`config.mk`:
```
export PLATFORM = sky130hd
export DESIGN_NAME = src_top
export DESIGN_NICKNAME = d
export VERILOG_FILES = /design/src/inc/src_pkg.sv /design/src/hdl/src_top.sv
export SDC_FILE = /design/constraint.sdc
export NUM_CORES = 1
export LEC_CHECK = 0
export BUFFER_PORTS_ARGS = -buffer_cell sky130_fd_sc_hd__buf_2
export CAP_MARGIN = 20
export CORE_MARGIN = 4
export CORE_UTILIZATION = 50
export DETAILED_ROUTE_END_ITERATION = 10
export GPL_TIMING_DRIVEN = 0
export PLACE_DENSITY = 0.79
export SKIP_LAST_GASP = 1
export SYNTH_ARGS = -nofsm -noshare
export SYNTH_HDL_FRONTEND = slang
export SYNTH_SLANG_ARGS = --single-unit
```
`constraint.sdc`:
```
create_clock -name clk_sys_i -period 1.7 [get_ports clk_sys_i]
set_clock_uncertainty 0.05 [all_clocks]
set_input_delay 0.51 -clock clk_sys_i [delete_from_list [all_inputs] [get_ports clk_sys_i]]
set_output_delay 0.51 -clock clk_sys_i [all_outputs]
set_load 0.02 [all_outputs]
```
`src/inc/src_pkg.sv`:
```
// Package of constants, types and helpers for the system reset controller
package src_pkg;

  // Register byte offsets on the Avalon-MM slave
  localparam int unsigned ADDR_W = 8;
  localparam logic [7:0] OFS_BROWNOUT_CTRL = 8'h00;
  localparam logic [7:0] OFS_PERIPH_RST0 = 8'h04;
  localparam logic [7:0] OFS_PERIPH_RST1 = 8'h08;
  localparam logic [7:0] OFS_PERIPH_RST2 = 8'h0C;
  localparam logic [7:0] OFS_RESET_CAUSE = 8'h10;

  // Brown-out control fields
  localparam int unsigned BROWNOUT_SEL_BIT = 1;
  localparam logic [31:0] BROWNOUT_CTRL_MASK = 32'h0000_0002;
  localparam logic [31:0] BROWNOUT_CTRL_RESET = 32'h0000_0000;

  // Reset cause bit positions and power-on value
  localparam int unsigned CAUSE_POR = 0;
  localparam int unsigned CAUSE_EXT = 1;
  localparam int unsigned CAUSE_BROWNOUT = 2;
  localparam int unsigned CAUSE_WDT = 3;
  localparam int unsigned CAUSE_SW = 4;
  localparam logic [31:0] CAUSE_POR_VALUE = 32'h0000_0001;
  localparam logic [31:0] CAUSE_MASK = 32'h0000_001F;

  // Peripheral reset register bank
  localparam int unsigned PERIPH_REGS = 3;
  localparam int unsigned PERIPH_W = 32;
  localparam logic [31:0] PERIPH_RST_RESET = 32'h0000_0000;

  // Last hold count of the internal reset stretch after the last source clears; the stretch lasts eight cycles
  localparam logic [3:0] HOLD_LAST = 4'h7;

  // Boot fetch selector codes towards the core
  localparam logic [1:0] FETCH_SEL_SP = 2'h0;
  localparam logic [1:0] FETCH_SEL_PC = 2'h1;
  localparam logic [1:0] FETCH_SEL_INSN = 2'h2;

  typedef enum logic [2:0] {
    ST_HOLD,
    ST_FETCH_SP,
    ST_FETCH_PC,
    ST_FETCH_INSN,
    ST_RUN
  } src_state_t;

  // Byte enables widened to a bit mask
  function automatic logic [31:0] src_be_mask(input logic [3:0] be);
    logic [31:0] m;
    m = 32'h0000_0000;
    for (int i = 0; i < 4; i++) begin
      m[i*8 +: 8] = {8{be[i]}};
    end
    return m;
  endfunction : src_be_mask

  // Byte-lane merge of a write into an old value
  function automatic logic [31:0] src_merge(input logic [31:0] old_v,
                                            input logic [31:0] wr_v,
                                            input logic [3:0] be);
    logic [31:0] m;
    m = src_be_mask(be);
    return (old_v & ~m) | (wr_v & m);
  endfunction : src_merge

endpackage : src_pkg

```
`src/hdl/src_top.sv`:
```
// System reset controller: sources, domains, cause register, boot release

// What this block does
// - Five sources: pin, power-on, brown-out, software, watchdog
// - Power-on resets core, debug TAP, peripherals
// - Pin resets core, peripherals, TAP pin config only
// - Brown-out resets core and peripherals like pin, but not TAP pin config; held while present
// - Brown-out reset off until software enables it
// - Brown-out: reset if select set, else interrupt
// - Software request resets core and peripherals, not TAP
// - Peripheral reset by setting then clearing its bit
// - Three peripheral reset registers, clock-gate bit layout
// - Peripheral reset drives all its clock domains
// - Watchdog resets core and peripherals, not TAP
// - Cause register bit set for each source
// - Cause bits sticky across non power-on resets
// - Power-on clears causes, sets power-on bit
// - Release fetches stack pointer, PC, instruction, runs
// - Internal reset held while power-on detector active
// - Power-on detector acts only at power-up
// - Software reset asserts, deasserts, then boot fetch
// - Power-on loads identification instruction; pin does not
module src_top
  import src_pkg::*;
(
  input wire logic clk_sys_i,
  input wire logic reset_n_i,
  input wire logic ext_reset_n_i,
  input wire logic bod_detect_i,
  input wire logic sys_reset_req_i,
  input wire logic wdog_reset_i,
  input wire logic fetch_ack_i,
  input wire logic [7:0] avs_address_i,
  input wire logic avs_read_i,
  input wire logic avs_write_i,
  input wire logic [3:0] avs_byteenable_i,
  input wire logic [31:0] avs_writedata_i,
  output logic [31:0] avs_readdata_o,
  output logic avs_waitrequest_o,
  output logic core_reset_n_o,
  output logic tap_reset_n_o,
  output logic tap_pin_cfg_reset_n_o,
  output logic tap_load_id_o,
  output logic [95:0] periph_run_rst_n_o,
  output logic [95:0] periph_slp_rst_n_o,
  output logic fetch_req_o,
  output logic [1:0] fetch_sel_o,
  output logic core_run_o,
  output logic brownout_int_o
);

  logic ext_clr_n;
  logic [2:0] ext_ff_reg;
  logic ext_ok;
  logic ext_fill_reg;
  logic [2:0] bod_ff_reg;
  logic bod_level_reg;
  logic bod_rst;
  logic sys_src;
  logic ack_reg;
  logic [31:0] rdata_reg;
  logic [31:0] rd_mux;
  logic wr_fire;
  logic reset_cause_register_wr;
  logic [31:0] bctrl_reg;
  logic [31:0] periph_reg [PERIPH_REGS];
  logic [95:0] periph_flat;
  logic [95:0] periph_rst_n_reg;
  logic [31:0] cause_reg;
  logic [31:0] cause_next;
  logic [31:0] cause_evt;
  src_state_t state_reg;
  src_state_t state_next;
  logic [3:0] hold_cnt_reg;
  logic [3:0] hold_next;
  logic core_rst_n_reg;
  logic tap_rst_n_reg;
  logic tap_pin_n_reg;
  logic tap_id_reg;
  logic bod_int_reg;

  // Pin synchroniser; power-on also clears it so it starts asserted
  assign ext_clr_n = ext_reset_n_i & reset_n_i;

  // Async assertion by the pin, release after three clean edges
  always_ff @(posedge clk_sys_i or negedge ext_clr_n) begin
    if (!ext_clr_n) begin
      ext_ff_reg <= 3'h0;
    end else begin
      ext_ff_reg <= {ext_ff_reg[1:0], 1'b1};
    end
  end

  // Released only once second and third stage are both high
  assign ext_ok = ext_ff_reg[1] & ext_ff_reg[2];

  // Brown-out detector is asynchronous: three stages and agreement
  always_ff @(posedge clk_sys_i or negedge reset_n_i) begin
    if (!reset_n_i) begin
      bod_ff_reg <= 3'h0;
      bod_level_reg <= 1'b0;
    end else begin
      bod_ff_reg <= {bod_ff_reg[1:0], bod_detect_i};
      if (bod_ff_reg[1] == bod_ff_reg[2]) begin
        bod_level_reg <= bod_ff_reg[2];
      end
    end
  end

  // Select bit decides reset versus interrupt; clear after power-on
  assign bod_rst = bod_level_reg & bctrl_reg[BROWNOUT_SEL_BIT];

  // Any source that reaches the core; power-on enters by async reset
  assign sys_src = ~ext_ok | bod_rst | sys_reset_req_i | wdog_reset_i;

  // Avalon-MM: one wait cycle, then answer on the second edge
  assign avs_waitrequest_o = (avs_read_i | avs_write_i) & ~ack_reg;
  assign wr_fire = avs_write_i & ack_reg;
  assign reset_cause_register_wr = wr_fire & (avs_address_i == OFS_RESET_CAUSE);
  assign avs_readdata_o = rdata_reg;

  always_ff @(posedge clk_sys_i or negedge reset_n_i) begin
    if (!reset_n_i) begin
      ack_reg <= 1'b0;
    end else begin
      ack_reg <= (avs_read_i | avs_write_i) & ~ack_reg;
    end
  end

  // Read mux; unmapped offsets read as zero
  always_comb begin
    unique case (avs_address_i)
      OFS_BROWNOUT_CTRL: rd_mux = bctrl_reg;
      OFS_PERIPH_RST0: rd_mux = periph_reg[0];
      OFS_PERIPH_RST1: rd_mux = periph_reg[1];
      OFS_PERIPH_RST2: rd_mux = periph_reg[2];
      OFS_RESET_CAUSE: rd_mux = cause_reg;
      default: rd_mux = 32'h0000_0000;
    endcase
  end

  // Read data captured in the wait cycle so it stands at the answer
  always_ff @(posedge clk_sys_i or negedge reset_n_i) begin
    if (!reset_n_i) begin
      rdata_reg <= 32'h0000_0000;
    end else if (avs_read_i && !ack_reg) begin
      rdata_reg <= rd_mux;
    end
  end

  // Brown-out control survives every reset except power-on
  always_ff @(posedge clk_sys_i or negedge reset_n_i) begin
    if (!reset_n_i) begin
      bctrl_reg <= BROWNOUT_CTRL_RESET;
    end else if (wr_fire && avs_address_i == OFS_BROWNOUT_CTRL) begin
      bctrl_reg <= src_merge(bctrl_reg, avs_writedata_i,
                             avs_byteenable_i) & BROWNOUT_CTRL_MASK;
    end
  end

  // Peripheral reset bank; a system reset clears it with the peripherals
  always_ff @(posedge clk_sys_i or negedge reset_n_i) begin
    if (!reset_n_i) begin
      for (int i = 0; i < PERIPH_REGS; i++) begin
        periph_reg[i] <= PERIPH_RST_RESET;
      end
    end else if (!core_rst_n_reg) begin
      for (int i = 0; i < PERIPH_REGS; i++) begin
        periph_reg[i] <= PERIPH_RST_RESET;
      end
    end else if (wr_fire) begin
      for (int i = 0; i < PERIPH_REGS; i++) begin
        if (avs_address_i == OFS_PERIPH_RST0 + 8'(i * 4)) begin
          periph_reg[i] <= src_merge(periph_reg[i], avs_writedata_i,
                                     avs_byteenable_i);
        end
      end
    end
  end

  assign periph_flat = {periph_reg[2], periph_reg[1], periph_reg[0]};

  // Peripheral held while its bit is set or the system is in reset;
  // the unit leaves reset when software clears the bit again
  always_ff @(posedge clk_sys_i or negedge reset_n_i) begin
    if (!reset_n_i) begin
      periph_rst_n_reg <= '0;
    end else begin
      periph_rst_n_reg <= ~(periph_flat |
                            {96{state_next == ST_HOLD}});
    end
  end

  // Both clock domains of a unit share one reset image
  assign periph_run_rst_n_o = periph_rst_n_reg;
  assign periph_slp_rst_n_o = periph_rst_n_reg;

  // Events that mark their cause bit this cycle
  always_comb begin
    cause_evt = 32'h0000_0000;
    cause_evt[CAUSE_EXT] = ~ext_ok & ~ext_fill_reg;
    cause_evt[CAUSE_BROWNOUT] = bod_rst;
    cause_evt[CAUSE_WDT] = wdog_reset_i;
    cause_evt[CAUSE_SW] = sys_reset_req_i;
  end

  // Write-one-to-clear, but a same-cycle event wins over the clear
  always_comb begin
    cause_next = cause_reg;
    if (reset_cause_register_wr) begin
      cause_next = cause_next &
        ~(avs_writedata_i & src_be_mask(avs_byteenable_i));
    end
    cause_next = (cause_next | cause_evt) & CAUSE_MASK;
  end

  // Only power-on rewrites the whole register
  always_ff @(posedge clk_sys_i or negedge reset_n_i) begin
    if (!reset_n_i) begin
      cause_reg <= CAUSE_POR_VALUE;
    end else begin
      cause_reg <= cause_next;
    end
  end

  // Reset sequencer: hold, stretch, then the three boot fetches
  always_comb begin
    state_next = state_reg;
    hold_next = hold_cnt_reg;
    if (sys_src) begin
      state_next = ST_HOLD;
      hold_next = 4'h0;
    end else begin
      unique case (state_reg)
        ST_HOLD: begin
          if (hold_cnt_reg == HOLD_LAST) begin
            state_next = ST_FETCH_SP;
          end else begin
            hold_next = hold_cnt_reg + 4'h1;
          end
        end
        ST_FETCH_SP: begin
          if (fetch_ack_i) begin
            state_next = ST_FETCH_PC;
          end
        end
        ST_FETCH_PC: begin
          if (fetch_ack_i) begin
            state_next = ST_FETCH_INSN;
          end
        end
        ST_FETCH_INSN: begin
          if (fetch_ack_i) begin
            state_next = ST_RUN;
          end
        end
        ST_RUN: begin
          state_next = ST_RUN;
        end
      endcase
    end
  end

  // Power-on holds the sequencer in reset until the detector lets go
  always_ff @(posedge clk_sys_i or negedge reset_n_i) begin
    if (!reset_n_i) begin
      state_reg <= ST_HOLD;
      hold_cnt_reg <= 4'h0;
      core_rst_n_reg <= 1'b0;
    end else begin
      state_reg <= state_next;
      hold_cnt_reg <= hold_next;
      core_rst_n_reg <= (state_next != ST_HOLD);
    end
  end

  assign core_reset_n_o = core_rst_n_reg;
  assign fetch_req_o = (state_reg == ST_FETCH_SP) ||
                       (state_reg == ST_FETCH_PC) ||
                       (state_reg == ST_FETCH_INSN);
  assign core_run_o = (state_reg == ST_RUN);

  // Selector decode of the fetch step
  always_comb begin
    unique case (state_reg)
      ST_FETCH_PC: fetch_sel_o = FETCH_SEL_PC;
      ST_FETCH_INSN: fetch_sel_o = FETCH_SEL_INSN;
      default: fetch_sel_o = FETCH_SEL_SP;
    endcase
  end

  // TAP: full reset and ID load only at power-up; the detector input
  // never fires again, so later resets leave the TAP alone
  always_ff @(posedge clk_sys_i or negedge reset_n_i) begin
    if (!reset_n_i) begin
      tap_rst_n_reg <= 1'b0;
      tap_id_reg <= 1'b1;
    end else begin
      tap_rst_n_reg <= 1'b1;
      tap_id_reg <= 1'b0;
    end
  end

  // Pin config follows the pin only; chain refill after power-on no cause
  always_ff @(posedge clk_sys_i or negedge reset_n_i) begin
    if (!reset_n_i) begin
      tap_pin_n_reg <= 1'b0;
      ext_fill_reg <= 1'b1;
    end else begin
      tap_pin_n_reg <= ext_ok;
      ext_fill_reg <= ext_fill_reg & ~ext_ok;
    end
  end

  assign tap_reset_n_o = tap_rst_n_reg;
  assign tap_load_id_o = tap_id_reg;
  assign tap_pin_cfg_reset_n_o = tap_pin_n_reg;

  // Interrupt instead of reset when the select bit is clear
  always_ff @(posedge clk_sys_i or negedge reset_n_i) begin
    if (!reset_n_i) begin
      bod_int_reg <= 1'b0;
    end else begin
      bod_int_reg <= bod_level_reg & ~bctrl_reg[BROWNOUT_SEL_BIT];
    end
  end

  assign brownout_int_o = bod_int_reg;
endmodule : src_top

```
# Yosys cells after proc, flatten, opt, wreduce, memory -nomap -nowiden
# Index checks and enable logic that the tools add are counted.
[totals]
word_cells = 98
regBits = 251
output_inout_bits = 234
[op_classes]
n_reduce_logical = 14
bitwise = 32
n_eq_ne = 15
mux = 17
n_addsub = 1
[ops]
columns = ["op", "n"]
rows = [
  ["$mux W96", 2],
  ["$pmux W32 S5", 1],
  ["$and A32 B32 Y32", 4],
  ["$mux W32", 3],
  ["$not A96 Y96", 1],
  ["$or A32 B32 Y32", 3],
  ["$or A96 B96 Y96", 1],
  ["$not A32 Y32", 1],
  ["$eq A8 B4 Y1 const B", 2],
  ["$mux W3", 5],
  ["$pmux W3 S5", 1],
  ["$mux W4", 3],
  ["$and A1 B1 Y1", 9],
  ["$eq A8 B3 Y1 const B", 1],
  ["$eq A8 B5 Y1 const B", 1],
  ["$logic_not A8 Y1", 1],
  ["$reduce_and A2 Y1", 4],
  ["$eq A3 B2 Y1 const B", 2],
  ["$logic_not A3 Y1", 2],
  ["$ne A2 B1 Y1 const B", 3],
  ["$and A5 B5 Y5", 1],
  ["$mux W5", 1],
  ["$not A5 Y5", 1],
  ["$or A5 B5 Y5", 1],
  ["16 further kinds", 25],
]

# Depth between registers and ports, before layout
# Gate-level depths: netlist (run 1).
[depth]
depth_word = 9
ltp_mapped = 7
depth_no_buf = 5

# Worst setup path before layout (run 1)
# OpenSTA, ideal clock, no wires.
[synth_timing]
path_type = "input -> register"
from = "input port avs_address_i[5]"
to = "register periph_reg, in the netlist periph_flat[64]"
setup_slack_ns = 0.040
required_ns = 1.523
path_stages = 5
arrival_ns = 1.483
path_cell_list = "nor4_2 > and2_1 > buf_6 > nand4_4 > mux2i_1"
[synth_via]
elab_chain_cells = 3
[synth_lines]
columns = ["item", "line_no", "rtl"]
rows = [
  ["from (decl)", "src_top.sv:33", "input wire logic [7:0] avs_address_i,"],
  ["$eq A8 B4 Y1", "src_top.sv:173", "if (avs_address_i == OFS_PERIPH_RST0 + 8'(i * 4)) begin"],
  ["$ne A2 B1 Y1 (no source line)", "--", ""],
  ["$reduce_and A2 Y1 (no source line)", "--", ""],
  ["to (signal, indexed assignment)", "src_top.sv:174", "periph_reg[i] <= src_merge(periph_reg[i], avs_writedata_i,"],
  ["to (decl)", "src_top.sv:66", "logic [31:0] periph_reg [PERIPH_REGS];"],
]
# No other way between the ends.
# A chain may end at the register's enable or synchronous reset.

# Worst setup path in the final report (run 1)
[layout_timing]
from = "register state_reg[0]"
to = "output port fetch_sel_o[0]"
[layout_via]
elab_chain_cells = 2
elab_cells_between_ends = 3
cone_classes = "eq/ne (2); mux (1)"
[layout_lines]
columns = ["item", "line_no", "rtl"]
rows = [
  ["from (decl)", "src_top.sv:72", "src_state_t state_reg;"],
  ["from (signal assigned)", "src_top.sv:271", "state_reg <= state_next;"],
  ["$eq A3 B2 Y1", "src_top.sv:285", "unique case (state_reg)"],
  ["$pmux W2 S2 (*)", "src_top.sv:285", ""],
  ["to (decl)", "src_top.sv:47", "output logic [1:0] fetch_sel_o,"],
]
# Mark *: on every way between the ends. The rest lies on a longest branch, timed or not.

==> results of run 1 <==
## where the power goes
group	switching, µW	internal [µW]
registers	16.9	6000
logic	313	126
clock network	2170	3010
total	2500	9140
## cells by family after synthesis
logic type / after synthesis
AOI/OAI and AO/OA: 79
xor gates and xnor gates: 3
adders and majority gates: 2
buffers and inverters: 152
DFF: 251
muxes: 130
other: 2
and+or+nand+nor: 323
## what timing repair did
action                                 4_1_cts  5_1_grt
buffers inserted                            12        2
pin swaps                                    5        2
resized for setup                          224       42
setup endpoints to repair                  272      145
hold buffers                                 1        0
endpoints found under the hold margin        3        0
## worst max-delay path, cell delays in order (launching register included)
cell,delay [ns]
dfrtp_2,0.46
nor2_2,0.11
and2_1,0.14
buf_4,0.14
## Yosys cell counts (all sizes together) (2+ instances only)
cell type,number
buf,122
dfrtp,248
and3,8
and2,6
clkbuf,27
nand2,169
a221o,4
conb,2
dfstp,3
o21ai,29
a22oi,31
mux2,32
nor3,4
mux2i,98
inv,3
nor2b,4
nor4,2
a211oi,2
nand4,5
nand3b,2
xor2,3
nand3,9
a21oi,4
nor2,110
a21o,2
## stage by stage
step | power (µW) | area, µm² | instances | util, % | setup WS (ns)
6_report | 11650 | 13380 | 1461 | 63.63 | -0.2137
3_3_place_gp | 6533 | 12460 | 1504 | 59.27 | -4.232
3_5_place_dp | 6544 | 12500 | 1505 | 59.45 | -0.5266
5_1_grt | 12010 | 13380 | 1461 | 63.63 | -0.2676
4_1_cts | 11740 | 13480 | 1484 | 64.10 | -0.2066
2_1_floorplan | 6264 | 10680 | 943 | - | 0.03965
## routing by layer
layer	share of wire, %	wire length (µm)
met1	41	11900
met2	51	14910
met3	6.6	1939
met4	1.7	490
met5	0.16	48
## cell type report
cell class                 count  area share [%]
sequential                   251           47.02
clock buffer                  35           5.257
buffer                        47           2.301
tap                          275           2.572
multi-input combinational    540           25.85
antenna                        1         0.01871
inverter                       3         0.08418
clock inverter                 7          0.4490
timing repair buffer         302           16.44
## cells in the final DEF (no fill, tap or decap), types with 2 or more instances in the layout
cell       count
a221o_1        4
a21oi_1        4
inv_1          2
clkbuf_16     25
nor2_1       104
nand3b_1       2
o21ai_0       29
buf_1          3
and3_1         7
mux2i_1       98
nand4_4        4
nor2_2         5
nand2_8        4
buf_2        190
clkbuf_1      11
buf_8          4
dfrtp_1      244
conb_1         3
a22oi_1       31
a21o_1         2
mux2_2        32
nor3_1         2
nand3_1        8
clkinv_2       6
nand2_1      160
xor2_1         3
dfstp_2        3
buf_4         23
nand2_2        5
clkbuf_8       4
and2_1         6
nor2b_1        4
dfrtp_2        4
buf_6        102
clkbuf_4       3
clkbuf_2      17
## worst min-delay path by stage
stage | start | to | slack [ns]
floorplan | reset_n_i | async pin | 0.16
global placement | bod_ff_reg[0] | bod_ff_reg[1] | 0.28
detailed placement | ext_ff_reg[0] | ext_ff_reg[1] | 0.29
CTS | bod_detect_i | bod_ff_reg[0] | 0.03
global route | bod_detect_i | bod_ff_reg[0] | 0.05
finish | reset_n_i | periph_run_rst_n_o[51] | 0.02
==> results_dict.tcl, run 1 <==
set metrics [dict create \
    outcome "finished with violations" \
    failed_checks "negative setup slack" \
    synth_top_cells_by_area "dfrtp_1 (58%), mux2i_1 (9.2%), buf_4 (7.0%)" \
    r2r_setup_slack_ns 0.05 \
    grt_pass1_wl_mm 45.90 \
    synthMuxAreaShare_pct 12.56 \
    slew_headroom_pct 37.68 \
    required_ns 1.14 \
    coreArea_um2 21020 \
    leakagePower_uw 0.007583 \
    rows 53 \
    met3_usage_pct 4.644 \
    vdd_drop_max_mv 0.5809 \
    chipWidth_um 154.2 \
    num-fill-cells 1697 \
    top_usage_layer "met2" \
    cp-start-kind "flip-flop" \
    vias 7671 \
    num_io_pins 287 \
    fmax_ghz 0.5225 \
    synth-compound-area-share_pct 4.897 \
    synth-async-reset-ratio_pct 100.0 \
    worstPathMaxFanout 7 \
    synth_top_family_by_area "simple AND/OR/NAND/NOR gates" \
    r2r_cells 7 \
    tns_ns -0.7366 \
    synth_top_area_share_pct 58.11 \
    clockRootBuffer "clkbuf_16" \
    synth.distinct_cells 49 \
    final.min_clock_period_ns 1.914 \
    setup_viol 5 \
    synth_flop_cell "dfrtp_1" \
    report.final.slew_viol_count 0 \
    drtIter0Drc 463 \
    setup_slack_ns -0.2137 \
    synthCells 942 \
    clock_latency_ns 0.51 \
    place_congestion 0.8214 \
    max_slew.worst_pin.slew_ns 0.9349 \
    power.density_nw_per_um2 870.6 \
    cp-startpoint "state_reg[0]" \
    fp.dieArea_um2 23760 \
    drt-pass1-iter-count 5 \
    area_growth_pct 25.25 \
    grtUsageMet1_pct 32.43 \
    drt-vias-per-instance 5.251 \
    start_util_pct 50.81 \
    hold_slack_ns 0.02263 \
    yosys.area_share.simple_pct 13.81 \
    ant_nets 0 \
    crit_path_end "fetch_sel_o[0]" \
    worstHoldPathType "in -> async" \
    h-tree-depth 1 \
    end_kind "output pin" \
    worstSetupPathType "reg -> out" \
    cts_buffer_depth 3 \
    numPortBuffers 286 \
    hold_violations 0 \
    remaining_drc_errors 0 \
    post-route-period-util_pct 112.6 \
    synth_seq_cells 251 \
    cts_tree "done" \
    post_drt_wl_per_cell_um 20.05 \
    die_height_um 154.2 \
    seq_area_um2 6290 \
    grt_remaining_overflow 0 \
    yosys.area.top_type "dfrtp_1" \
    antenna_found_initial 5 \
    reg2reg_to "periph_run_rst_n_o[0]" \
    dp_hpwl_mm 20.30 \
    grt_use_met2_pct 41.10 \
    wirelength_mm 29.29 \
    synth-edff-count 0 \
    grt_pass1_vias 8318 \
    synth.avg_cell_area_um2 11.34 \
    synthesis.area_um2 10680 \
    synth-warning-count 0 \
    cts_buffers 25 \
    clkSinkCount 251 \
    crit_arrival_ns 1.35 \
    num-nets-final 1224 \
    drv_cap 0 \
    drive_above_1_share_pct 37.47 \
    grtUsageTotal_pct 24.21 \
    synthAdderAreaFrac_pct 0.2109 \
    synth_xor_area_share_pct 0.2460 \
    r2r-start "hold_cnt_reg[0]" \
    multiInputGateArea_um2 3458 \
    rsz0062_at_grt "true" \
    grt_max_degree 127 \
    synth-seq-area-share_pct 58.84 \
    cts.clk_slew.worst_paths_ns 0.06 \
]
Note: power is estimated with default switching activity, not from simulation.
==> inputs of run 2 (changes only) <==
--- a/config.mk
+++ b/config.mk
@@ -5,13 +5,14 @@
 export SDC_FILE = /design/constraint.sdc
 export NUM_CORES = 1
 export LEC_CHECK = 0
+export ABC_AREA = 1
 export BUFFER_PORTS_ARGS = -buffer_cell sky130_fd_sc_hd__buf_2
 export CAP_MARGIN = 20
 export CORE_MARGIN = 4
 export CORE_UTILIZATION = 50
 export DETAILED_ROUTE_END_ITERATION = 10
 export GPL_TIMING_DRIVEN = 0
-export PLACE_DENSITY = 0.79
+export PLACE_DENSITY = 0.78
 export SKIP_LAST_GASP = 1
 export SYNTH_ARGS = -nofsm -noshare
 export SYNTH_HDL_FRONTEND = slang
==> results_dict.tcl, run 2 <==
set metrics [dict create \
    outcome "finished with violations" \
    failed_checks "negative setup slack" \
    coreArea_um2 21290 \
    synth_top_cells_by_area "dfrtp_1 (57%), nand2_1 (15%), buf_4 (7.1%)" \
    yosys.area.top_type "dfrtp_1" \
    grt_remaining_overflow 0 \
    area_growth_pct 26.75 \
    setup_viol 8 \
    synth-warning-count 0 \
    rows 53 \
    crit_slowest_cell "dfrtp_2" \
    numPortBuffers 284 \
    num-nets-final 1556 \
    hold_slack_ns 0.04025 \
    leakagePower_uw 0.008032 \
    end_kind "output pin" \
    post_drt_wl_per_cell_um 17.49 \
    antenna_found_initial 0 \
    cp_slowest_stage_delay_ns 0.44 \
    setup_slack_ns -0.2458 \
    remaining_drc_errors 0 \
    place_congestion 0.8876 \
    synth.distinct_cells 32 \
    synthesis.area_um2 10930 \
    worstHoldPathType "in -> reg" \
    cts_buffer_depth 3 \
    synth_flop_cell "dfrtp_1" \
    report.final.slew_viol_count 0 \
    grt_pass1_wl_mm 48.20 \
    crit_arrival_ns 1.39 \
    h-tree-depth 1 \
    crit_path_frequent_cell "inv_2" \
    ant_nets 0 \
    drt-vias-per-instance 5.179 \
    cts.clk_slew.worst_paths_ns 0.06 \
    final.min_clock_period_ns 1.946 \
    grt_max_degree 117 \
    n_antenna_cell 0 \
    synth_seq_cells 251 \
    grt_pass1_vias 9063 \
    start_util_pct 51.34 \
    r2r_cells 7 \
    clkSinkCount 251 \
    synth-seq-area-share_pct 57.50 \
    r2r-start "ack_reg" \
    worstSetupPathType "reg -> out" \
    grtUsageTotal_pct 25.00 \
    crit_chain "nor2_4, inv_2, nand2_2, inv_2, buf_6" \
    die_height_um 155.8 \
    slew_headroom_pct 61.27 \
    chipWidth_um 155.8 \
    power.density_nw_per_um2 862.6 \
    synth_common_cells "nand2_1 (438), dfrtp_1 (248), nand3_1 (125)" \
    cts_tree "done" \
    synth_most_common_cell "nand2_1" \
    cts_buffers 26 \
    rsz0062_at_grt "true" \
    synth-edff-count 0 \
    synth-async-reset-ratio_pct 100.0 \
    final_common_cell "nand2_1" \
    dp_hpwl_mm 22.17 \
    crit_path_end "fetch_req_o" \
    final_cell_mix "nand2_1 (437), dfrtp_1 (243), buf_2 (179), nand3_1 (123), buf_6 (116)" \
    drv_cap 0 \
    drtIter0Drc 750 \
    hold_depth 1 \
    wirelength_mm 31.36 \
    clock_latency_ns 0.52 \
    vias 9286 \
    path_delay_family "flip-flops" \
    synth_top_area_share_pct 56.78 \
    final_util_pct 65.08 \
    r2r_setup_slack_ns 0.04 \
    drive_above_1_share_pct 27.67 \
    num_io_pins 287 \
    reg2reg_to "avs_readdata_o[1]" \
    crit_cells 5 \
    synth.avg_cell_area_um2 8.681 \
    required_ns 1.14 \
    vdd_drop_max_mv 0.6183 \
    max_slew.worst_pin.slew_ns 0.5809 \
    cp-startpoint "state_reg[0]" \
    hold_violations 0 \
    clockRootBuffer "clkbuf_16" \
    fmax_ghz 0.5139 \
    power.total_uw 11950 \
    drt-pass1-iter-count 6 \
    worstPathMaxFanout 4 \
    cp-start-kind "flip-flop" \
    crit_buf_inv 3 \
    synthCells 1259 \
    fp.dieArea_um2 24290 \
    post-route-period-util_pct 114.5 \
]
[run 2: cell types whose count changed after synthesis, moves of 7 or more]
| cell | before | now |
|---|---|---|
| a21oi_1 | 4 | 22 |
| a22oi_1 | 31 | 0 |
| and3_1 | 7 | 0 |
| clkbuf_1 | 26 | 16 |
| inv_1 | 3 | 50 |
| mux2_2 | 32 | 0 |
| mux2i_1 | 98 | 0 |
| nand2_1 | 161 | 438 |
| nand3_1 | 8 | 125 |
| o21ai_0 | 29 | 43 |
| o21ai_1 | 0 | 30 |
[run 2: final cells by class]
class,instances,area [µm²]
buffer,50,317.8
clock buffer,37,723.2
clock inverter,7,63.81
fill,1772,7433
inverter,57,220.2
multi-input combinational,807,3521
sequential,251,6291
tap,275,344.1
timing repair buffer,309,2372
[run 2: stage by stage]
step           TNS [ns]  instances  worst slack, ns  cell area (µm²)
2_1_floorplan         0       1260           0.1104            10930
3_3_place_gp   -1107.62       1819           -4.246            12700
3_5_place_dp     -61.59       1821          -0.6988            12760
4_1_cts          -9.444       1778          -0.2767            13590
5_1_grt          -1.464       1793          -0.3060            13850
6_report        -0.9571       1793          -0.2458            13850
[run 2: routing by layer]
metal	track usage [%]	vias up	wire length, µm
met5	0	-	0
met4	5.836	0	415
met1	34.65	4493	13070
met3	4.272	37	2443
li1	-	4346	-
met2	41.65	410	15430
[run 2: cells by family after synthesis]
| logic type | share of synthesized area, % |
|---|---|
| adders and majority gates | 0.2061 |
| DFF | 57.50 |
| xor gates and xnor gates | 0.1603 |
| other | 0.06871 |
| buffers and inverters | 10.85 |
| AOI/OAI and AO/OA | 4.556 |
| and+or+nand+nor | 26.65 |
[run 2: how the worst min path moves through the flow]
stage	startpoint	to	slack, ns
global route	bod_detect_i	bod_ff_reg[0]	0.03
floorplan	reset_n_i	async pin	0.16
detailed placement	bod_ff_reg[0]	bod_ff_reg[1]	0.29
CTS	bod_detect_i	bod_ff_reg[0]	0.03
global placement	ext_ff_reg[0]	ext_ff_reg[1]	0.28
finish	bod_detect_i	bod_ff_reg[0]	0.04
[run 2: what timing repair did]
action / CTS / global route
buffers inserted: 5 / 16
cloned: 0 / 0
pin swaps: 2 / 7
endpoints found under the setup margin: 293 / 170
hold endpoints to repair: 41 / 0
resized for setup: 223 / 51
hold buffers: 2 / 0
[run 2: where the power goes]
group	internal (µW)	total (µW)	switching [µW]
combinational	161	547	386
sequential	6010	6030	23.3
clock	3100	5370	2280
==> inputs of run 3 (changes only) <==
--- a/config.mk
+++ b/config.mk
@@ -12,6 +12,7 @@
 export CORE_UTILIZATION = 50
 export DETAILED_ROUTE_END_ITERATION = 10
 export GPL_TIMING_DRIVEN = 0
+export HOLD_SLACK_MARGIN = 0.08
 export PLACE_DENSITY = 0.78
 export SKIP_LAST_GASP = 1
 export SYNTH_ARGS = -nofsm -noshare
==> results_dict.tcl, run 3 (synthesis gave the netlist of run 2 again) <==
set metrics [dict create \
    place_area_um2 12760 \
    num-nets-final 1557 \
    r2r_cells 7 \
    fin_area_um2 13860 \
    grt_pass1_vias 9060 \
    place_congestion 0.8876 \
    reg2reg_to "avs_readdata_o[1]" \
    leakagePower_uw 0.008036 \
    wirelength_mm 31.35 \
    r2r_setup_slack_ns 0.05 \
    cts_buffers 26 \
    max_slew.worst_pin.slew_ns 0.5932 \
    path_delay_family "flip-flops" \
    slew_headroom_pct 60.45 \
    cts_tree "done" \
    drtIter0Drc 758 \
    hold_violations 0 \
    cts.clk_slew.worst_paths_ns 0.06 \
    required_ns 1.14 \
    post-route-period-util_pct 114.0 \
    power.density_nw_per_um2 862.9 \
    grt_remaining_overflow 0 \
    area_growth_pct 26.85 \
    fmax_ghz 0.5160 \
    chipWidth_um 155.8 \
    min_to "cause_reg[4]" \
    multiInputGateArea_um2 3521 \
    min-delay-start "sys_reset_req_i" \
    crit_arrival_ns 1.38 \
    rows 53 \
    dp_hpwl_mm 22.17 \
    grt_max_degree 117 \
    setup_slack_ns -0.2379 \
    outcome "finished with violations" \
    r2r-start "ack_reg" \
    numPortBuffers 284 \
    clkSinkCount 251 \
    antenna_found_initial 0 \
    clock_latency_ns 0.52 \
    report.final.slew_viol_count 0 \
    worstHoldPathType "in -> reg" \
    worstPathMaxFanout 4 \
    drt-vias-per-instance 5.191 \
    rsz0062_at_grt "true" \
    vdd_drop_max_mv 0.6178 \
    coreArea_um2 21290 \
    post_drt_wl_per_cell_um 17.47 \
    cts_buffer_depth 3 \
    n_antenna_cell 0 \
    grtUsageTotal_pct 24.99 \
    num-fill-cells 1769 \
    final_common_cell "nand2_1" \
    power.total_uw 11960 \
    cp-start-kind "flip-flop" \
    clockRootBuffer "clkbuf_16" \
    vias 9312 \
    final.min_clock_period_ns 1.938 \
    failed_checks "negative setup slack" \
    start_util_pct 51.34 \
    h-tree-depth 1 \
    crit_chain "nor2_4, inv_2, nand2_2, inv_2, buf_6" \
    pre_cts_ws_ns -0.6988 \
    crit_slowest_cell "dfrtp_2" \
    ant_nets 0 \
    final_util_pct 65.13 \
    fp.dieArea_um2 24290 \
    remaining_drc_errors 0 \
    drv_cap 0 \
    die_height_um 155.8 \
    worstSetupPathType "reg -> out" \
    setup_viol 8 \
    end_kind "output pin" \
    num_io_pins 287 \
    hold_depth 3 \
    crit_path_frequent_cell "inv_2" \
    drive_above_1_share_pct 27.65 \
    grt_pass1_wl_mm 48.19 \
    crit_buf_inv 3 \
    final_cell_mix "nand2_1 (437), dfrtp_1 (243), buf_2 (179), nand3_1 (123), buf_6 (116)" \
    cp_slowest_stage_delay_ns 0.44 \
    drt-pass1-iter-count 5 \
    seq_area_um2 6291 \
]
## run 3: worst register-to-register path, stage by stage (launching register included)
cell and delay (ns):
dfrtp_1 0.41, buf_4 0.15, nor2_4 0.23, clkinvlp_4 0.16
buf_4 0.19, buf_4 0.15, a21oi_1 0.11, a21oi_1 0.08
## run 3: final cells by class
| type | instances | area share [%] |
|---|---|---|
| Sequential cell | 251 | 45.38 |
| Multi-Input combinational cell | 807 | 25.40 |
| Timing Repair Buffer | 310 | 17.18 |
| Clock buffer | 37 | 5.217 |
| Tap cell | 275 | 2.482 |
| Buffer | 50 | 2.292 |
| Inverter | 57 | 1.588 |
| Clock inverter | 7 | 0.4603 |
## run 3: how the worst max path moves through the flow
| stage | start | endpoint | depth (start not counted) |
|---|---|---|---|
| floorplan | avs_address_i[0] | periph_flat[0] | 8 |
| global placement | reset_n_i | bod_ff_reg[0] | 1 |
| detailed placement | avs_read_i | avs_readdata_o[3] | 7 |
| CTS | state_reg[1] | core_run_o | 4 |
| global route | state_reg[0] | core_run_o | 4 |
| finish | state_reg[0] | fetch_req_o | 5 |
## run 3: per-stage QoR
stage / TNS, ns / std cells / hold slack (ns)
floorplan: 0 / 1260 / 0.1644
global placement: -1107.62 / 1819 / 0.2825
detailed placement: -61.59 / 1821 / 0.2858
CTS: -9.444 / 1779 / 0.1412
global route: -1.459 / 1794 / 0.1559
finish: -0.9437 / 1794 / 0.1436
## run 3: layer usage
| metal | GRT usage [%] | vias to the layer above | routed length [µm] |
|---|---|---|---|
| met5 | 0 | - | 0 |
| met4 | 5.836 | 0 | 448 |
| met3 | 4.272 | 49 | 2511 |
| met2 | 41.61 | 438 | 15300 |
| met1 | 34.67 | 4487 | 13090 |
| li1 | - | 4338 | - |
## run 3: repair_timing
item                                    in CTS  in global routing
resized for setup                          223                 51
cloned                                       0                  0
pin swaps                                    2                  7
buffers inserted                             5                 16
hold endpoints to repair                    42                  0
hold buffers                                 3                  0
endpoints found under the setup margin     293                170
## run 3: power by group
group / internal, µW / leakage [µW] / switching (µW) / total (µW)
logic: 163 / 0.00421 / 385 / 548
clock network: 3100 / 0.000389 / 2290 / 5380
registers: 6010 / 0.00344 / 23.3 / 6030
